[src/hw/timer_cfg.svh]
// Behaviour
// Split mode makes timer 0 two 8-bit counters.
// Low half uses timer 0 run, select, gate, flag.
// High half is timer only, never the pin.
// High half runs on timer 1 run, sets flag 1.
// Split: timer 1 never counts pin or sets flag.
// Split: timer 1 overflow pulse still goes out.
// Split: timer 1 runs unless its mode is 3.
// Overflow flags set by hardware, cleared by software/vector.
// Run bits enable the timers when set.
// External flags: edge clears on vector, level follows.
// Type select: 0 level, 1 edge; polarity separate.
// Gate set needs run and active external input.
// Counter select: clock at 0, pin falls at 1.
// Timer 1 modes: 13-bit, 16-bit, reload, inactive.
// Timer 0 modes: 13-bit, 16-bit, reload, split.
// Timer 1 clock select: prescaled or system clock.
// Timer 0 clock select: prescaled or system clock.
// Prescaler: divide by 12, 4, 48, external/8.
// External clock synchronised before divide by eight.
// Timers 2/3 high selects apply only when split.
// Timers 2/3 low selects pick source or sysclk.
// Count pin holds two cycles, quarter rate max.
// Split halves wrap to zero, raising their flag.
`ifndef TIMER_CFG_SVH
`define TIMER_CFG_SVH
`define ADDR_TIMER_CONTROL_STATUS   8'h88
`define ADDR_TIMER_MODE_SELECT   8'h89
`define ADDR_TL0    8'h8a
`define ADDR_TL1    8'h8b
`define ADDR_TH0    8'h8c
`define ADDR_TH1    8'h8d
`define ADDR_TIMER_CLOCK_CONTROL  8'h8e
`define RST_BYTE    8'h00
`define TF1_BIT     7
`define TR1_BIT     6
`define TF0_BIT     5
`define TR0_BIT     4
`define T1_GATE_BIT   7
`define CNT1_BIT    6
`define T0_GATE_BIT   3
`define CNT0_BIT    2
`define CLK1_BIT    3
`define CLK0_BIT    2
`define LIM_DIV12   6'h0b
`define LIM_DIV4    6'h03
`define LIM_DIV48   6'h2f
`define LIM_EXT8    3'h7
`endif

[src/hw/timer_pkg.sv]
package timer_pkg;
  // Register port request from the CPU side.
  typedef struct packed {
    logic [7:0] addr;
    logic       wr;
    logic       rd;
    logic [7:0] wdata;
  } sfr_req_s;
  // Timer operating modes in field order.
  typedef enum logic [1:0] {MODE_13, MODE_16, MODE_RELOAD, MODE_SPLIT} mode_e;
  // Result of one count step.
  typedef struct packed {
    logic [7:0] hi;
    logic [7:0] lo;
    logic       ovf;
  } tstep_s;
endpackage

[src/hw/dual_counter_timer_control.sv]
`timescale 1ns/1ps
`include "timer_cfg.svh"
module dual_counter_timer_control (
  // Clock and reset
  input  wire logic               clk_sys,
  input  wire logic               reset,
  // Register access
  input  wire timer_pkg::sfr_req_s sfr_req,
  output logic [7:0]              sfr_rdata,
  // Vector acknowledges: t0, t1, ext0, ext1
  input  wire logic [3:0]         irq_ack,
  // Polarity and timer 2/3 settings from elsewhere
  input  wire logic               ext_irq0_polarity,
  input  wire logic               ext_irq1_polarity,
  input  wire logic               t2_split,
  input  wire logic               t3_split,
  input  wire logic               t2_external_clock_select,
  input  wire logic               t3_external_clock_select,
  // Pins
  input  wire logic               t0_count_pin,
  input  wire logic               t1_count_pin,
  input  wire logic               ext_irq0_input,
  input  wire logic               ext_irq1_input,
  input  wire logic               ext_osc_clk,
  // Requests: t0, t1, ext0, ext1
  output logic [3:0]              irq_req,
  output logic                    t1_overflow_pulse,
  // Timer 2/3 ticks: t2 low, t2 high, t3 low, t3 high
  output logic [3:0]              t23_tick
);
  import timer_pkg::*;

  ////////////////////////////////////////////////////////////////////////////
  logic [4:0] s1_ff, s2_ff, s3_ff, nxt_s1, nxt_s2, nxt_s3;
  logic [4:0] fall, rise;
  logic [1:0] act, act_prev_ff, nxt_act_prev;

  // Pins pass two flip-flops; a third stage feeds the edge detectors.
  always_comb begin
    nxt_s1 = {ext_osc_clk, ext_irq1_input, ext_irq0_input,
              t1_count_pin, t0_count_pin};
    nxt_s2 = s1_ff;
    nxt_s3 = s2_ff;
    nxt_act_prev = act;
  end

  always_ff @(posedge clk_sys) begin
    if (reset) begin
      s1_ff <= 5'h00;
      s2_ff <= 5'h00;
      s3_ff <= 5'h00;
      act_prev_ff <= 2'h0;
    end else begin
      s1_ff <= nxt_s1;
      s2_ff <= nxt_s2;
      s3_ff <= nxt_s3;
      act_prev_ff <= nxt_act_prev;
    end
  end

  // Edges and active levels of the synchronised pins.
  assign fall = s3_ff & ~s2_ff;
  assign rise = s2_ff & ~s3_ff;
  assign act = {s2_ff[3] == ext_irq1_polarity,
                s2_ff[2] == ext_irq0_polarity};

  ////////////////////////////////////////////////////////////////////////////
  logic [7:0] timer_control_status_ff, timer_mode_select_ff, timer_clock_control_ff, nxt_timer_control_status, nxt_timer_mode_select, nxt_timer_clock_control;
  logic [7:0] tl0_ff, th0_ff, tl1_ff, th1_ff;
  logic [7:0] nxt_tl0, nxt_th0, nxt_tl1, nxt_th1, rdata_ff, nxt_rdata;
  logic [5:0] presc_ff, nxt_presc, presc_lim;
  logic [3:0] d12_ff, nxt_d12, t23_ff, nxt_t23;
  logic [2:0] ext8_ff, nxt_ext8;
  logic       presc_tick, ext8_tick, d12_tick, pulse_ff, nxt_pulse;
  logic       split, t0_run, t0_tick, t1_run, t1_tick, th0_tick;
  logic       t0_ovf, t1_ovf, th0_ovf;
  mode_e      t0_mode, t1_mode;
  tstep_s     s0, s1;

  // One count step in the given mode.
  function automatic tstep_s step(mode_e m, logic [7:0] hi, logic [7:0] lo);
    tstep_s r;
    r.hi = hi;
    r.lo = lo;
    r.ovf = 1'b0;
    unique case (m)
      MODE_13: {r.ovf, r.hi, r.lo[4:0]} = {1'b0, hi, lo[4:0]} + 14'h1;
      MODE_16: {r.ovf, r.hi, r.lo} = {1'b0, hi, lo} + 17'h1;
      MODE_RELOAD: begin
        r.ovf = &lo;
        r.lo = r.ovf ? hi : lo + 8'h1;
      end
      MODE_SPLIT: {r.ovf, r.lo} = {1'b0, lo} + 9'h1;
    endcase
    return r;
  endfunction

  // Prescaler, fixed divide by 12 and synchronised external divide by 8.
  always_comb begin
    unique case (timer_clock_control_ff[1:0])
      2'h0: presc_lim = `LIM_DIV12;
      2'h1: presc_lim = `LIM_DIV4;
      2'h2: presc_lim = `LIM_DIV48;
      2'h3: presc_lim = `LIM_DIV48;
    endcase
    ext8_tick = rise[4] && (ext8_ff == `LIM_EXT8);
    nxt_ext8 = rise[4] ? ext8_ff + 3'h1 : ext8_ff;
    nxt_presc = (presc_ff >= presc_lim) ? 6'h00 : presc_ff + 6'h01;
    presc_tick = (timer_clock_control_ff[1:0] == 2'h3) ? ext8_tick
                                         : (presc_ff >= presc_lim);
    d12_tick = (d12_ff == 4'(`LIM_DIV12));
    nxt_d12 = d12_tick ? 4'h0 : d12_ff + 4'h1;
    // Timers 2 and 3 take sysclk, or their own external-select source.
    nxt_t23[0] = timer_clock_control_ff[4] |
                 (t2_external_clock_select ? ext8_tick : d12_tick);
    nxt_t23[1] = t2_split & (timer_clock_control_ff[5] |
                 (t2_external_clock_select ? ext8_tick : d12_tick));
    nxt_t23[2] = timer_clock_control_ff[6] |
                 (t3_external_clock_select ? ext8_tick : d12_tick);
    nxt_t23[3] = t3_split & (timer_clock_control_ff[7] |
                 (t3_external_clock_select ? ext8_tick : d12_tick));
  end

  // Run, clock choice and counting of both timers.
  always_comb begin
    t0_mode = mode_e'(timer_mode_select_ff[1:0]);
    t1_mode = mode_e'(timer_mode_select_ff[5:4]);
    split = (t0_mode == MODE_SPLIT);
    t0_tick = timer_mode_select_ff[`CNT0_BIT] ? fall[0]
            : (timer_clock_control_ff[`CLK0_BIT] | presc_tick);
    t0_run = timer_control_status_ff[`TR0_BIT] &
             (~timer_mode_select_ff[`T0_GATE_BIT] | act[0]);
    th0_tick = timer_clock_control_ff[`CLK0_BIT] | presc_tick;
    t1_tick = (timer_mode_select_ff[`CNT1_BIT] & ~split) ? fall[1]
            : (timer_clock_control_ff[`CLK1_BIT] | presc_tick);
    t1_run = split ? (t1_mode != MODE_SPLIT)
           : (timer_control_status_ff[`TR1_BIT] & (~timer_mode_select_ff[`T1_GATE_BIT] | act[1]) &
              (t1_mode != MODE_SPLIT));
    s0 = step(t0_mode, th0_ff, tl0_ff);
    s1 = step(t1_mode, th1_ff, tl1_ff);
    t0_ovf = t0_run & t0_tick & s0.ovf;
    t1_ovf = t1_run & t1_tick & s1.ovf;
    th0_ovf = split & timer_control_status_ff[`TR1_BIT] & th0_tick & (&th0_ff);
    nxt_tl0 = (t0_run & t0_tick) ? s0.lo : tl0_ff;
    nxt_th0 = (t0_run & t0_tick & ~split) ? s0.hi : th0_ff;
    if (split && timer_control_status_ff[`TR1_BIT] && th0_tick) begin
      nxt_th0 = th0_ff + 8'h01;
    end
    nxt_tl1 = (t1_run & t1_tick) ? s1.lo : tl1_ff;
    nxt_th1 = (t1_run & t1_tick) ? s1.hi : th1_ff;
    nxt_pulse = t1_ovf;
    // A software write to a count register wins over counting.
    if (sfr_req.wr) begin
      unique case (sfr_req.addr)
        `ADDR_TL0: nxt_tl0 = sfr_req.wdata;
        `ADDR_TH0: nxt_th0 = sfr_req.wdata;
        `ADDR_TL1: nxt_tl1 = sfr_req.wdata;
        `ADDR_TH1: nxt_th1 = sfr_req.wdata;
        default: ;
      endcase
    end
  end

  // Control registers and flags; a hardware set beats any clear.
  always_comb begin
    logic [7:0] base;
    base = (sfr_req.wr && sfr_req.addr == `ADDR_TIMER_CONTROL_STATUS) ? sfr_req.wdata
                                                       : timer_control_status_ff;
    nxt_timer_control_status = base;
    nxt_timer_control_status[`TF0_BIT] = t0_ovf | (base[`TF0_BIT] & ~irq_ack[0]);
    nxt_timer_control_status[`TF1_BIT] = (split ? th0_ovf : t1_ovf) |
                         (base[`TF1_BIT] & ~irq_ack[1]);
    for (int i = 0; i < 2; i++) begin
      nxt_timer_control_status[2*i+1] = base[2*i] ? ((act[i] & ~act_prev_ff[i]) |
                        (base[2*i+1] & ~irq_ack[2+i])) : act[i];
    end
    nxt_timer_mode_select = (sfr_req.wr && sfr_req.addr == `ADDR_TIMER_MODE_SELECT) ? sfr_req.wdata
                                                          : timer_mode_select_ff;
    nxt_timer_clock_control = (sfr_req.wr && sfr_req.addr == `ADDR_TIMER_CLOCK_CONTROL) ? sfr_req.wdata
                                                            : timer_clock_control_ff;
    nxt_rdata = rdata_ff;
    if (sfr_req.rd) begin
      unique case (sfr_req.addr)
        `ADDR_TIMER_CONTROL_STATUS:  nxt_rdata = timer_control_status_ff;
        `ADDR_TIMER_MODE_SELECT:  nxt_rdata = timer_mode_select_ff;
        `ADDR_TIMER_CLOCK_CONTROL: nxt_rdata = timer_clock_control_ff;
        `ADDR_TL0:   nxt_rdata = tl0_ff;
        `ADDR_TH0:   nxt_rdata = th0_ff;
        `ADDR_TL1:   nxt_rdata = tl1_ff;
        `ADDR_TH1:   nxt_rdata = th1_ff;
        default:     nxt_rdata = 8'h00;
      endcase
    end
  end

  always_ff @(posedge clk_sys) begin
    if (reset) begin
      timer_control_status_ff <= `RST_BYTE;
      timer_mode_select_ff <= `RST_BYTE;
      timer_clock_control_ff <= `RST_BYTE;
      tl0_ff <= `RST_BYTE;
      th0_ff <= `RST_BYTE;
      tl1_ff <= `RST_BYTE;
      th1_ff <= `RST_BYTE;
      rdata_ff <= 8'h00;
      presc_ff <= 6'h00;
      d12_ff <= 4'h0;
      ext8_ff <= 3'h0;
      t23_ff <= 4'h0;
      pulse_ff <= 1'b0;
    end else begin
      timer_control_status_ff <= nxt_timer_control_status;
      timer_mode_select_ff <= nxt_timer_mode_select;
      timer_clock_control_ff <= nxt_timer_clock_control;
      tl0_ff <= nxt_tl0;
      th0_ff <= nxt_th0;
      tl1_ff <= nxt_tl1;
      th1_ff <= nxt_th1;
      rdata_ff <= nxt_rdata;
      presc_ff <= nxt_presc;
      d12_ff <= nxt_d12;
      ext8_ff <= nxt_ext8;
      t23_ff <= nxt_t23;
      pulse_ff <= nxt_pulse;
    end
  end

  // Outputs are flop bits.
  assign sfr_rdata = rdata_ff;
  assign irq_req = {timer_control_status_ff[3], timer_control_status_ff[1], timer_control_status_ff[`TF1_BIT],
                    timer_control_status_ff[`TF0_BIT]};
  assign t1_overflow_pulse = pulse_ff;
  assign t23_tick = t23_ff;
endmodule

[config.mk]
export PLATFORM = sky130hd
export DESIGN_NAME = dual_counter_timer_control
export DESIGN_NICKNAME = d
export VERILOG_FILES = /design/src/hw/timer_pkg.sv /design/src/hw/dual_counter_timer_control.sv
export VERILOG_INCLUDE_DIRS = /design/src /design/src/hw
export SDC_FILE = /design/constraint.sdc
export NUM_CORES = 1
export LEC_CHECK = 0
export BUFFER_PORTS_ARGS = -buffer_cell sky130_fd_sc_hd__buf_2
export CAP_MARGIN = 20
export CORE_ASPECT_RATIO = 1.5
export CORE_UTILIZATION = 45
export DETAILED_ROUTE_END_ITERATION = 8
export PLACE_DENSITY = 0.69
export SYNTH_ARGS = -nofsm -noshare
export SYNTH_HDL_FRONTEND = slang
export SYNTH_SLANG_ARGS = --single-unit
[constraint.sdc]
create_clock -name clk_sys -period 5.7 [get_ports clk_sys]
set_clock_uncertainty 0.1 [all_clocks]
set_input_delay 0.285 -clock clk_sys [delete_from_list [all_inputs] [get_ports clk_sys]]
set_output_delay 0.285 -clock clk_sys [all_outputs]
set_load 0.05 [all_outputs]
Word level (Yosys, flattened, before mapping)
Cells that the tools add are included.
Widths: inputs -> output; s select.
{"block": "totals", "out_inout_bits": 17, "regBits": 99}
{"block": "op_classes", "bitwise": 45, "order_cmp": 1, "n_eq_ne": 21, "addsub": 12, "n_mux": 33, "reduce_logical": 15}
{"cell": "$mux 8", "count": 16}
{"cell": "$eq 8x8->1 const B", "count": 7}
{"cell": "$pmux 8 s7", "count": 1}
{"cell": "$pmux 6 s4", "count": 2}
{"cell": "$add 16x1->17 const B", "count": 2}
{"cell": "$pmux 8 s2", "count": 2}
{"cell": "$add 13x1->14 const B", "count": 2}
{"cell": "$add 8x1->8 const B", "count": 3}
{"cell": "$reduce_and 8->1", "count": 3}
{"cell": "$and 1x1->1", "count": 20}
{"cell": "$add 8x1->9 const B", "count": 2}
{"cell": "$pmux 3 s3", "count": 2}
{"cell": "$pmux 6 s3", "count": 1}
{"cell": "$eq 2x2->1 const B", "count": 6}
{"cell": "$or 1x1->1", "count": 12}
{"cell": "$mux 1", "count": 9}
{"cell": "$not 1->1", "count": 9}
{"cell": "$add 6x1->6 const B", "count": 1}
{"cell": "$eq 2x1->1 const B", "count": 3}
{"cell": "$ge 6x6->1", "count": 1}
{"cell": "$logic_and 1x1->1", "count": 6}
{"cell": "$logic_not 2->1", "count": 3}
{"cell": "$reduce_or 2->1", "count": 3}
{"cell": "$and 5x5->5", "count": 1}
{"cell": "9 further kinds", "count": 10}

Longest topological paths before layout
Gate-level depths: netlist of run 1.
{"block": "logic_depth", "ltp_word": 13, "depth_mapped": 10, "depth_no_buf": 8}

Worst setup path before layout of run 1
No wires, ideal clock.
{"block": "synth_path", "path_kind": "reg-to-reg", "start": "reg timer_clock_control_ff[1]", "end": "reg tl1_ff[0]", "arrival_time_ns": 2.261, "setup_time_ns": 0.124, "path_slack_ns": 3.214, "stages_incl_launch_ff": 9, "t_required_ns": 5.476, "path_cell_list": "dfxtp_1 > inv_1 > ha_1 > a21oi_1 > o211ai_2 > a221oi_4 > a211oi_4 > nor4b_4 > a2111o_1"}
{"block": "synth_between", "elab_chain_cells": 11, "word_cells_on_any_way": 14}
{"element": "start, declared", "line": "dual_counter_timer_control.sv:68", "text": "logic [7:0] timer_control_status_ff, timer_mode_select_ff, timer_clock_control_ff, nxt_timer_control_status, n ..."}
{"element": "start signal, assigned", "line": "dual_counter_timer_control.sv:200", "text": "timer_clock_control_ff <= `RST_BYTE;"}
{"element": "start signal, assigned", "line": "dual_counter_timer_control.sv:214", "text": "timer_clock_control_ff <= nxt_timer_clock_control;"}
{"element": "$eq 2x2->1, on equally long branches", "line": "dual_counter_timer_control.sv:100, dual_counter_timer_control.sv:109"}
{"element": "$reduce_or 2->1 (no line)"}
{"element": "$pmux 6 s3", "line": "dual_counter_timer_control.sv:100", "text": "unique case (timer_clock_control_ff[1:0])"}
{"element": "$ge 6x6->1", "line": "dual_counter_timer_control.sv:110", "text": ": (presc_ff >= presc_lim);"}
{"element": "$mux 1 (*)", "line": "dual_counter_timer_control.sv:109", "text": "presc_tick = (timer_clock_control_ff[1:0] == 2'h3) ? ext8_tick"}
{"element": "$or 1x1->1 (*)", "line": "dual_counter_timer_control.sv:135", "text": ": (timer_clock_control_ff[`CLK1_BIT] | presc_tick);"}
{"element": "$mux 1 (*)", "line": "dual_counter_timer_control.sv:134", "text": "t1_tick = (timer_mode_select_ff[`CNT1_BIT] & ~split) ? fall[1]"}
{"element": "$and 1x1->1 (*)", "line": "dual_counter_timer_control.sv:149", "text": "nxt_tl1 = (t1_run & t1_tick) ? s1.lo : tl1_ff;"}
{"element": "$mux 8 (*)", "line": "dual_counter_timer_control.sv:149"}
{"element": "$mux 8", "line": "dual_counter_timer_control.sv:154", "text": "unique case (sfr_req.addr)"}
{"element": "$mux 8 (*)", "line": "dual_counter_timer_control.sv:153", "text": "if (sfr_req.wr) begin"}
{"element": "end signal, assigned", "line": "dual_counter_timer_control.sv:203", "text": "tl1_ff <= `RST_BYTE;"}
{"element": "end signal, assigned", "line": "dual_counter_timer_control.sv:217", "text": "tl1_ff <= nxt_tl1;"}
{"element": "end, declared", "line": "dual_counter_timer_control.sv:69", "text": "logic [7:0] tl0_ff, th0_ff, tl1_ff, th1_ff;"}
Every way passes the cells marked *; elsewhere a longest branch is shown, timed or not. The select of a mux whose other input is x is not followed.
A chain may end at the register's enable or synchronous reset.

Final worst setup path of run 1
{"block": "layout_path", "start": "reg timer_clock_control_ff[1]", "end": "reg tl0_ff[7]"}
{"block": "layout_between", "elab_chain_cells": 11, "word_cells_on_any_way": 14}
{"element": "$eq 2x2->1, on equally long branches", "line": "dual_counter_timer_control.sv:100, dual_counter_timer_control.sv:109"}
{"element": "$reduce_or 2->1 (no line)"}
{"element": "$pmux 6 s3", "line": "dual_counter_timer_control.sv:100"}
{"element": "$ge 6x6->1", "line": "dual_counter_timer_control.sv:110"}
{"element": "$mux 1 (*)", "line": "dual_counter_timer_control.sv:109"}
{"element": "$or 1x1->1 (*)", "line": "dual_counter_timer_control.sv:130", "text": ": (timer_clock_control_ff[`CLK0_BIT] | presc_tick);"}
{"element": "$mux 1 (*)", "line": "dual_counter_timer_control.sv:129", "text": "t0_tick = timer_mode_select_ff[`CNT0_BIT] ? fall[0]"}
{"element": "$and 1x1->1 (*)", "line": "dual_counter_timer_control.sv:144", "text": "nxt_tl0 = (t0_run & t0_tick) ? s0.lo : tl0_ff;"}
{"element": "$mux 8 (*)", "line": "dual_counter_timer_control.sv:144"}
{"element": "$mux 8", "line": "dual_counter_timer_control.sv:154"}
{"element": "$mux 8 (*)", "line": "dual_counter_timer_control.sv:153"}
{"element": "end signal, assigned", "line": "dual_counter_timer_control.sv:201", "text": "tl0_ff <= `RST_BYTE;"}
{"element": "end signal, assigned", "line": "dual_counter_timer_control.sv:215", "text": "tl0_ff <= nxt_tl0;"}
{"element": "end, declared", "line": "dual_counter_timer_control.sv:69"}
Marked as above.

==> results.yml, run 1 <==
run_status:
  outcome: "complete, no violations"
placement:
  place_area_mm2: 0.00562
  place_hpwl_um: 11200
  portBuffers: 51
  finalWeightedCongestion: 1.02
global_routing:
  grt_pass1_wl_um: 24100
  antenna_found_initial: 0
  grt-ovfl-total: 0
  grt_max_degree: 48
  grt_usage_pct: 25.4
  grt_pass1_vias: 4493
setup_path:
  arrival_ns: 3.30
  crit_type: "flip-flop to flip-flop"
  crit_fanout: 23
  cp.required_ns: 5.86
  setup.worst_path.start_class: "flip-flop"
  critical_path.endpoint_type: "flip-flop"
min_path:
  hp-class: "input pin to flip-flop"
clock_network:
  holdBufCountCts: 0
  cts_resized: 0
  cts_sinks: 97
  cts_setup_buffers: 0
  cts_root_buf: "clkbuf_16"
  h-tree-depth: 3
  clk_latency_ns: 0.36
  cts-buffers-inserted: 9
  clock_path_buffers: 2
  path_clk_slew_ns: 0.08
  cts_tree: "yes"
sta:
  whs_ns: 0.00642
  hold_viol_final: 0
  rsz0062_at_grt: "no"
  fmax_ghz: 0.319
  min_period_over_period_pct: 55.0
  finalSetupTns_ns: 0
  drv_slew: 0
  finalSetupViolations: 0
  worst_pin_slew_ns: 0.956
  fin_crit_ns: 3.14
  slew_headroom_pct: 36.3
routing:
  drc: 0
  ant_nets: 0
  wl_per_cell_um: 19.1
  post_drt_via_cell_ratio: 6.04
  dr.first_iter.drc_count: 431
  routed-via-count: 4843
  dr.pass1.iters: 7
  wirelength_um: 15300
yosys:
  syn_avg_cell_area_um2: 8.59
  syn_nets: 670
  synth-seq-area-share_pct: 36.2
  syn_area_mm2: 0.00537
  synth_top_flop_cell: "dfxtp_1"
  synth-edff-count: 0
  synthCells: 625
  synth_top_cell_area_share_pct: 36.2
  synth_cell_types: 76
  async_reset_ff_share_pct: 0
  yosysTopAreaCell: "dfxtp_1"
  yosysWarnings: 0
  ys_top_cells_by_area: "dfxtp_1 36%, mux2i_1 7.3%, nor2_1 6.0%, nand2_1 3.3%, nor2b_1 2.6%"
  ys_ff_latch: 97
floorplanning:
  core_area_mm2: 0.0116
  die-area_mm2: 0.0124
  start_util_pct: 46.3
  rows: 48
  dieHeight_um: 136
  die_x_um: 91.2
  io_pins: 52
run:
  drv_cap: 0
power:
  pwr_density_cell_mw_per_mm2: 240
  p_leak_uw: 0.00226
  max-vdd-ir-drop_uv: 145
finish:
  fin_nets: 692
  fillerInstances: 1118
  final_cell_mix: "97 x dfxtp_1, 86 x nor2_1, 51 x buf_2"
  antenna_cells: 0
  drive_gt1_share_pct: 15.0
  mostFrequentLayoutCell: "dfxtp_1"
  finalInstanceArea_mm2: 0.00594
  area_growth_pct: 10.7
==> worst max-delay path, stage by stage (launching register included) <==
cell	delay (ns)
dfxtp_1	0.43
and2b_1	0.22
ha_1	0.27
nand2_1	0.09
o211ai_2	0.27
o2111ai_2	0.51
or3_1	0.60
o41a_1	0.33
a211oi_1	0.23
==> through the flow <==
step	power, µW	util (%)	instances	setup slack [ns]
2_1_floorplan	761	-	625	3.21
3_3_place_gp	793	48.5	786	2.69
3_5_place_dp	796	48.5	786	2.57
4_1_cts	1440	51.3	802	2.58
5_1_grt	1480	51.3	802	2.32
6_report	1430	51.3	802	2.56
==> kinds of logic (layout without fill, tap and decap cells) <==
family,Yosys count,count (layout),share of synthesized area (%)
compound gates,139,139,18.8
xor+xnor,26,26,4.24
simple gates,249,249,23.7
flops,97,97,36.2
fa+ha+maj,10,10,2.33
mux,48,48,10.0
buf+inv,56,83,4.78
==> area by class of cell <==
class | count | area [µm²] | share of cell area, %
clock buffer | 9 | 225 | 3.79
clock inverter | 7 | 96.3 | 1.62
inverter | 15 | 56.3 | 0.948
multi-input combinational | 472 | 3170 | 53.4
sequential | 97 | 1940 | 32.7
tap | 150 | 188 | 3.16
timing repair buffer | 52 | 263 | 4.42
==> power by group <==
part	total, µW	switching (µW)	internal [µW]
combinational	85.6	57.3	28.3
sequential	695	6.94	688
clock	647	293	354
total	1430	357	1070
==> flip-flops by register name, indices dropped and copies added (netlist names) <==
name / cells
presc_ff: 6
t23_tick: 4
sfr_rdata: 8
timer_control_status_ff: 8
th1_ff: 8
tl1_ff: 8
t1_overflow_pulse: 1
nxt_s3: 5
th0_ff: 8
ext8_ff: 3
s3_ff: 3
act_prev_ff: 2
timer_clock_control_ff: 8
timer_mode_select_ff: 8
d12_ff: 4
tl0_ff: 8
nxt_s2: 5
==> per-layer routing <==
metal / GRT usage [%] / up-vias / wire [µm]
met4: 15.5 / 0 / 1000
met5: 0 / - / 0
met2: 42.8 / 202 / 7290
li1: - / 2304 / -
met3: 4.77 / 67 / 827
met1: 29.8 / 2270 / 6170
==> synthesized netlist by cell type (12+ instances only) <==
master / number
nand2_1: 47
clkbuf_1: 19
nor2_1: 86
o21ai_0: 23
mux2i_1: 39
dfxtp_1: 97
a211oi_1: 12
nand3_1: 21
nor2b_1: 22
inv_1: 15
xnor2_1: 15
a21oi_1: 27
==> worst paths after layout <==
path                            slack [ns]  cells past startpoint                 startpoint                         end
worst max-delay path                  2.56                      8  timer_clock_control_ff[1]                   tl0_ff[7]
worst min-delay path                 0.006                      2                 irq_ack[2]  timer_control_status_ff[1]
worst min register to register        0.34                      1                  nxt_s2[1]                   nxt_s3[1]
worst max register to register        2.56                      8  timer_clock_control_ff[1]                   tl0_ff[7]
Note: power is estimated with default switching activity, not from simulation.
==> inputs of run 2 (changes only) <==
clock period = 3.1 ns   (was 5.7 ns; I/O delays follow)
==> results.yml, run 2 (synthesized netlist as in run 1, its figures left out) <==
power:
  power_frac_comb_pct: 6.4
  pwr_density_cell_mw_per_mm2: 434
  switching_share_pct: 24.9
  pwr-share-clk_pct: 45.0
  max-vdd-ir-drop_uv: 240
  p_leak_uw: 0.00232
  p_seq_share_pct: 48.6
  p_switching_uw: 654
  intPower_uw: 1980
sta:
  slew_headroom_pct: 54.6
  min_period_over_period_pct: 91.2
  finalSetupTns_ns: 0
  fmax_ghz: 0.354
  rsz0062_at_grt: "no"
  hold_viol_final: 0
  worst_pin_slew_ns: 0.681
  finalSetupViolations: 0
  drv_slew: 0
  fin_crit_ns: 2.83
finish:
  final_cell_mix: "97 x dfxtp_1, 86 x nor2_1, 51 x buf_2"
  mostFrequentLayoutCell: "dfxtp_1"
  drive_gt1_share_pct: 15.2
  finalNonFillerCells: 815
  antenna_cells: 0
  area_growth_pct: 12.9
  fin_nets: 705
  finalInstanceArea_mm2: 0.00606
run_status:
  outcome: "complete, no violations"
clock_network:
  cts_setup_buffers: 0
  h-tree-depth: 3
  cts_root_buf: "clkbuf_16"
  cts_resized: 0
  cts_sinks: 97
  path_clk_slew_ns: 0.08
  cts_tree: "yes"
  cts-buffers-inserted: 9
  clock_path_buffers: 2
  clk_latency_ns: 0.35
setup_path:
  setup.worst_path.start_class: "flip-flop"
  cp.required_ns: 3.26
  crit_fanout: 9
  crit_type: "flip-flop to flip-flop"
  critical_path.endpoint_type: "flip-flop"
  arrival_ns: 2.98
placement:
  portBuffers: 51
  finalWeightedCongestion: 0.936
  place_hpwl_um: 11700
  place_area_mm2: 0.00564
  dp_cells: 789
run:
  drv_cap: 0
routing:
  dr.first_iter.drc_count: 447
  ant_nets: 0
  wl_per_cell_um: 19.4
  wirelength_um: 15800
  post_drt_via_cell_ratio: 6.04
  drc: 0
  dr.pass1.iters: 5
  routed-via-count: 4923
global_routing:
  antenna_found_initial: 0
  grt-ovfl-total: 0
  grt_pass1_vias: 4705
  grt_max_degree: 46
  grt_pass1_wl_um: 25000
  grt_usage_pct: 26.5
floorplanning:
  rows: 48
  die_x_um: 91.2
  core_area_mm2: 0.0116
  die-area_mm2: 0.0124
  start_util_pct: 46.3
  dieHeight_um: 136
  io_pins: 52
min_path:
  hp-class: "input pin to flip-flop"
run 2: cell count changes in the layout (fill, tap and decap cells not counted):
cell,change
dlygate4sd3_1,+10
buf_4,+3
inv_6,+2
clkinvlp_4,-1
inv_8,-1
run 2: critical path, cell delays in order (launching register included):
cell       delay [ns]
dfxtp_1          0.44
and2b_1          0.21
ha_1             0.26
nand2_1          0.09
o211ai_2         0.27
o2111ai_2        0.32
o31a_1           0.44
or3_1            0.36
a311oi_1         0.24
run 2: final timing paths:
check                                                from              to  slack [ns]  depth (start not counted)
worst max register to register  timer_clock_control_ff[1]       th0_ff[4]        0.27                          8
worst max-delay path            timer_clock_control_ff[1]       th0_ff[4]        0.27                          8
worst min-delay path                    ext_irq0_polarity  act_prev_ff[0]        0.03                          3
worst min register to register                  nxt_s2[2]       nxt_s3[2]        0.34                          1
run 2: layout make-up:
cell class | instances | area (µm²)
inverters | 15 | 56.3
clock buffers | 9 | 225
multi-input cells | 472 | 3170
fillers | 1066 | 5530
well taps | 150 | 188
repair buffers | 65 | 385
flip-flops and latches | 97 | 1940
clock inverters | 7 | 95.1
run 2: metrics by stage:
step	hold slack [ns]	total power [µW]	setup WS, ns	util (%)
finish	0.0338	2630	0.272	52.3
floorplan	0.159	1400	0.614	-
global route	0.0432	2720	0.0765	52.3
CTS	0.0295	2660	0.281	52.3
detailed placement	0.255	1460	0.293	48.7
global placement	0.247	1460	0.368	48.7
run 2: power by group through the flow:
stage                     clock (µW)  combinational (µW)  sequential [µW]
after floorplan                    0                95.9             1300
after global placement             0                 155             1310
after detailed placement           0                 158             1310
after CTS                       1210                 168             1280
after global routing            1260                 181             1280
final                           1180                 168             1280
run 2: per-layer routing:
| metal | GRT usage [%] | wire length [µm] | vias up |
|---|---|---|---|
| met4 | 15.4 | 822 | 0 |
| met2 | 46.3 | 7780 | 200 |
| met5 | 0 | 0 | - |
| li1 | - | - | 2336 |
| met1 | 30.5 | 6190 | 2326 |
| met3 | 4.15 | 997 | 61 |
run 2: repair_timing:
| item | CTS | global route |
|---|---|---|
| hold buffers | 10 | 0 |
| hold endpoints to repair | 10 | 0 |
| setup endpoints to repair | 0 | 0 |
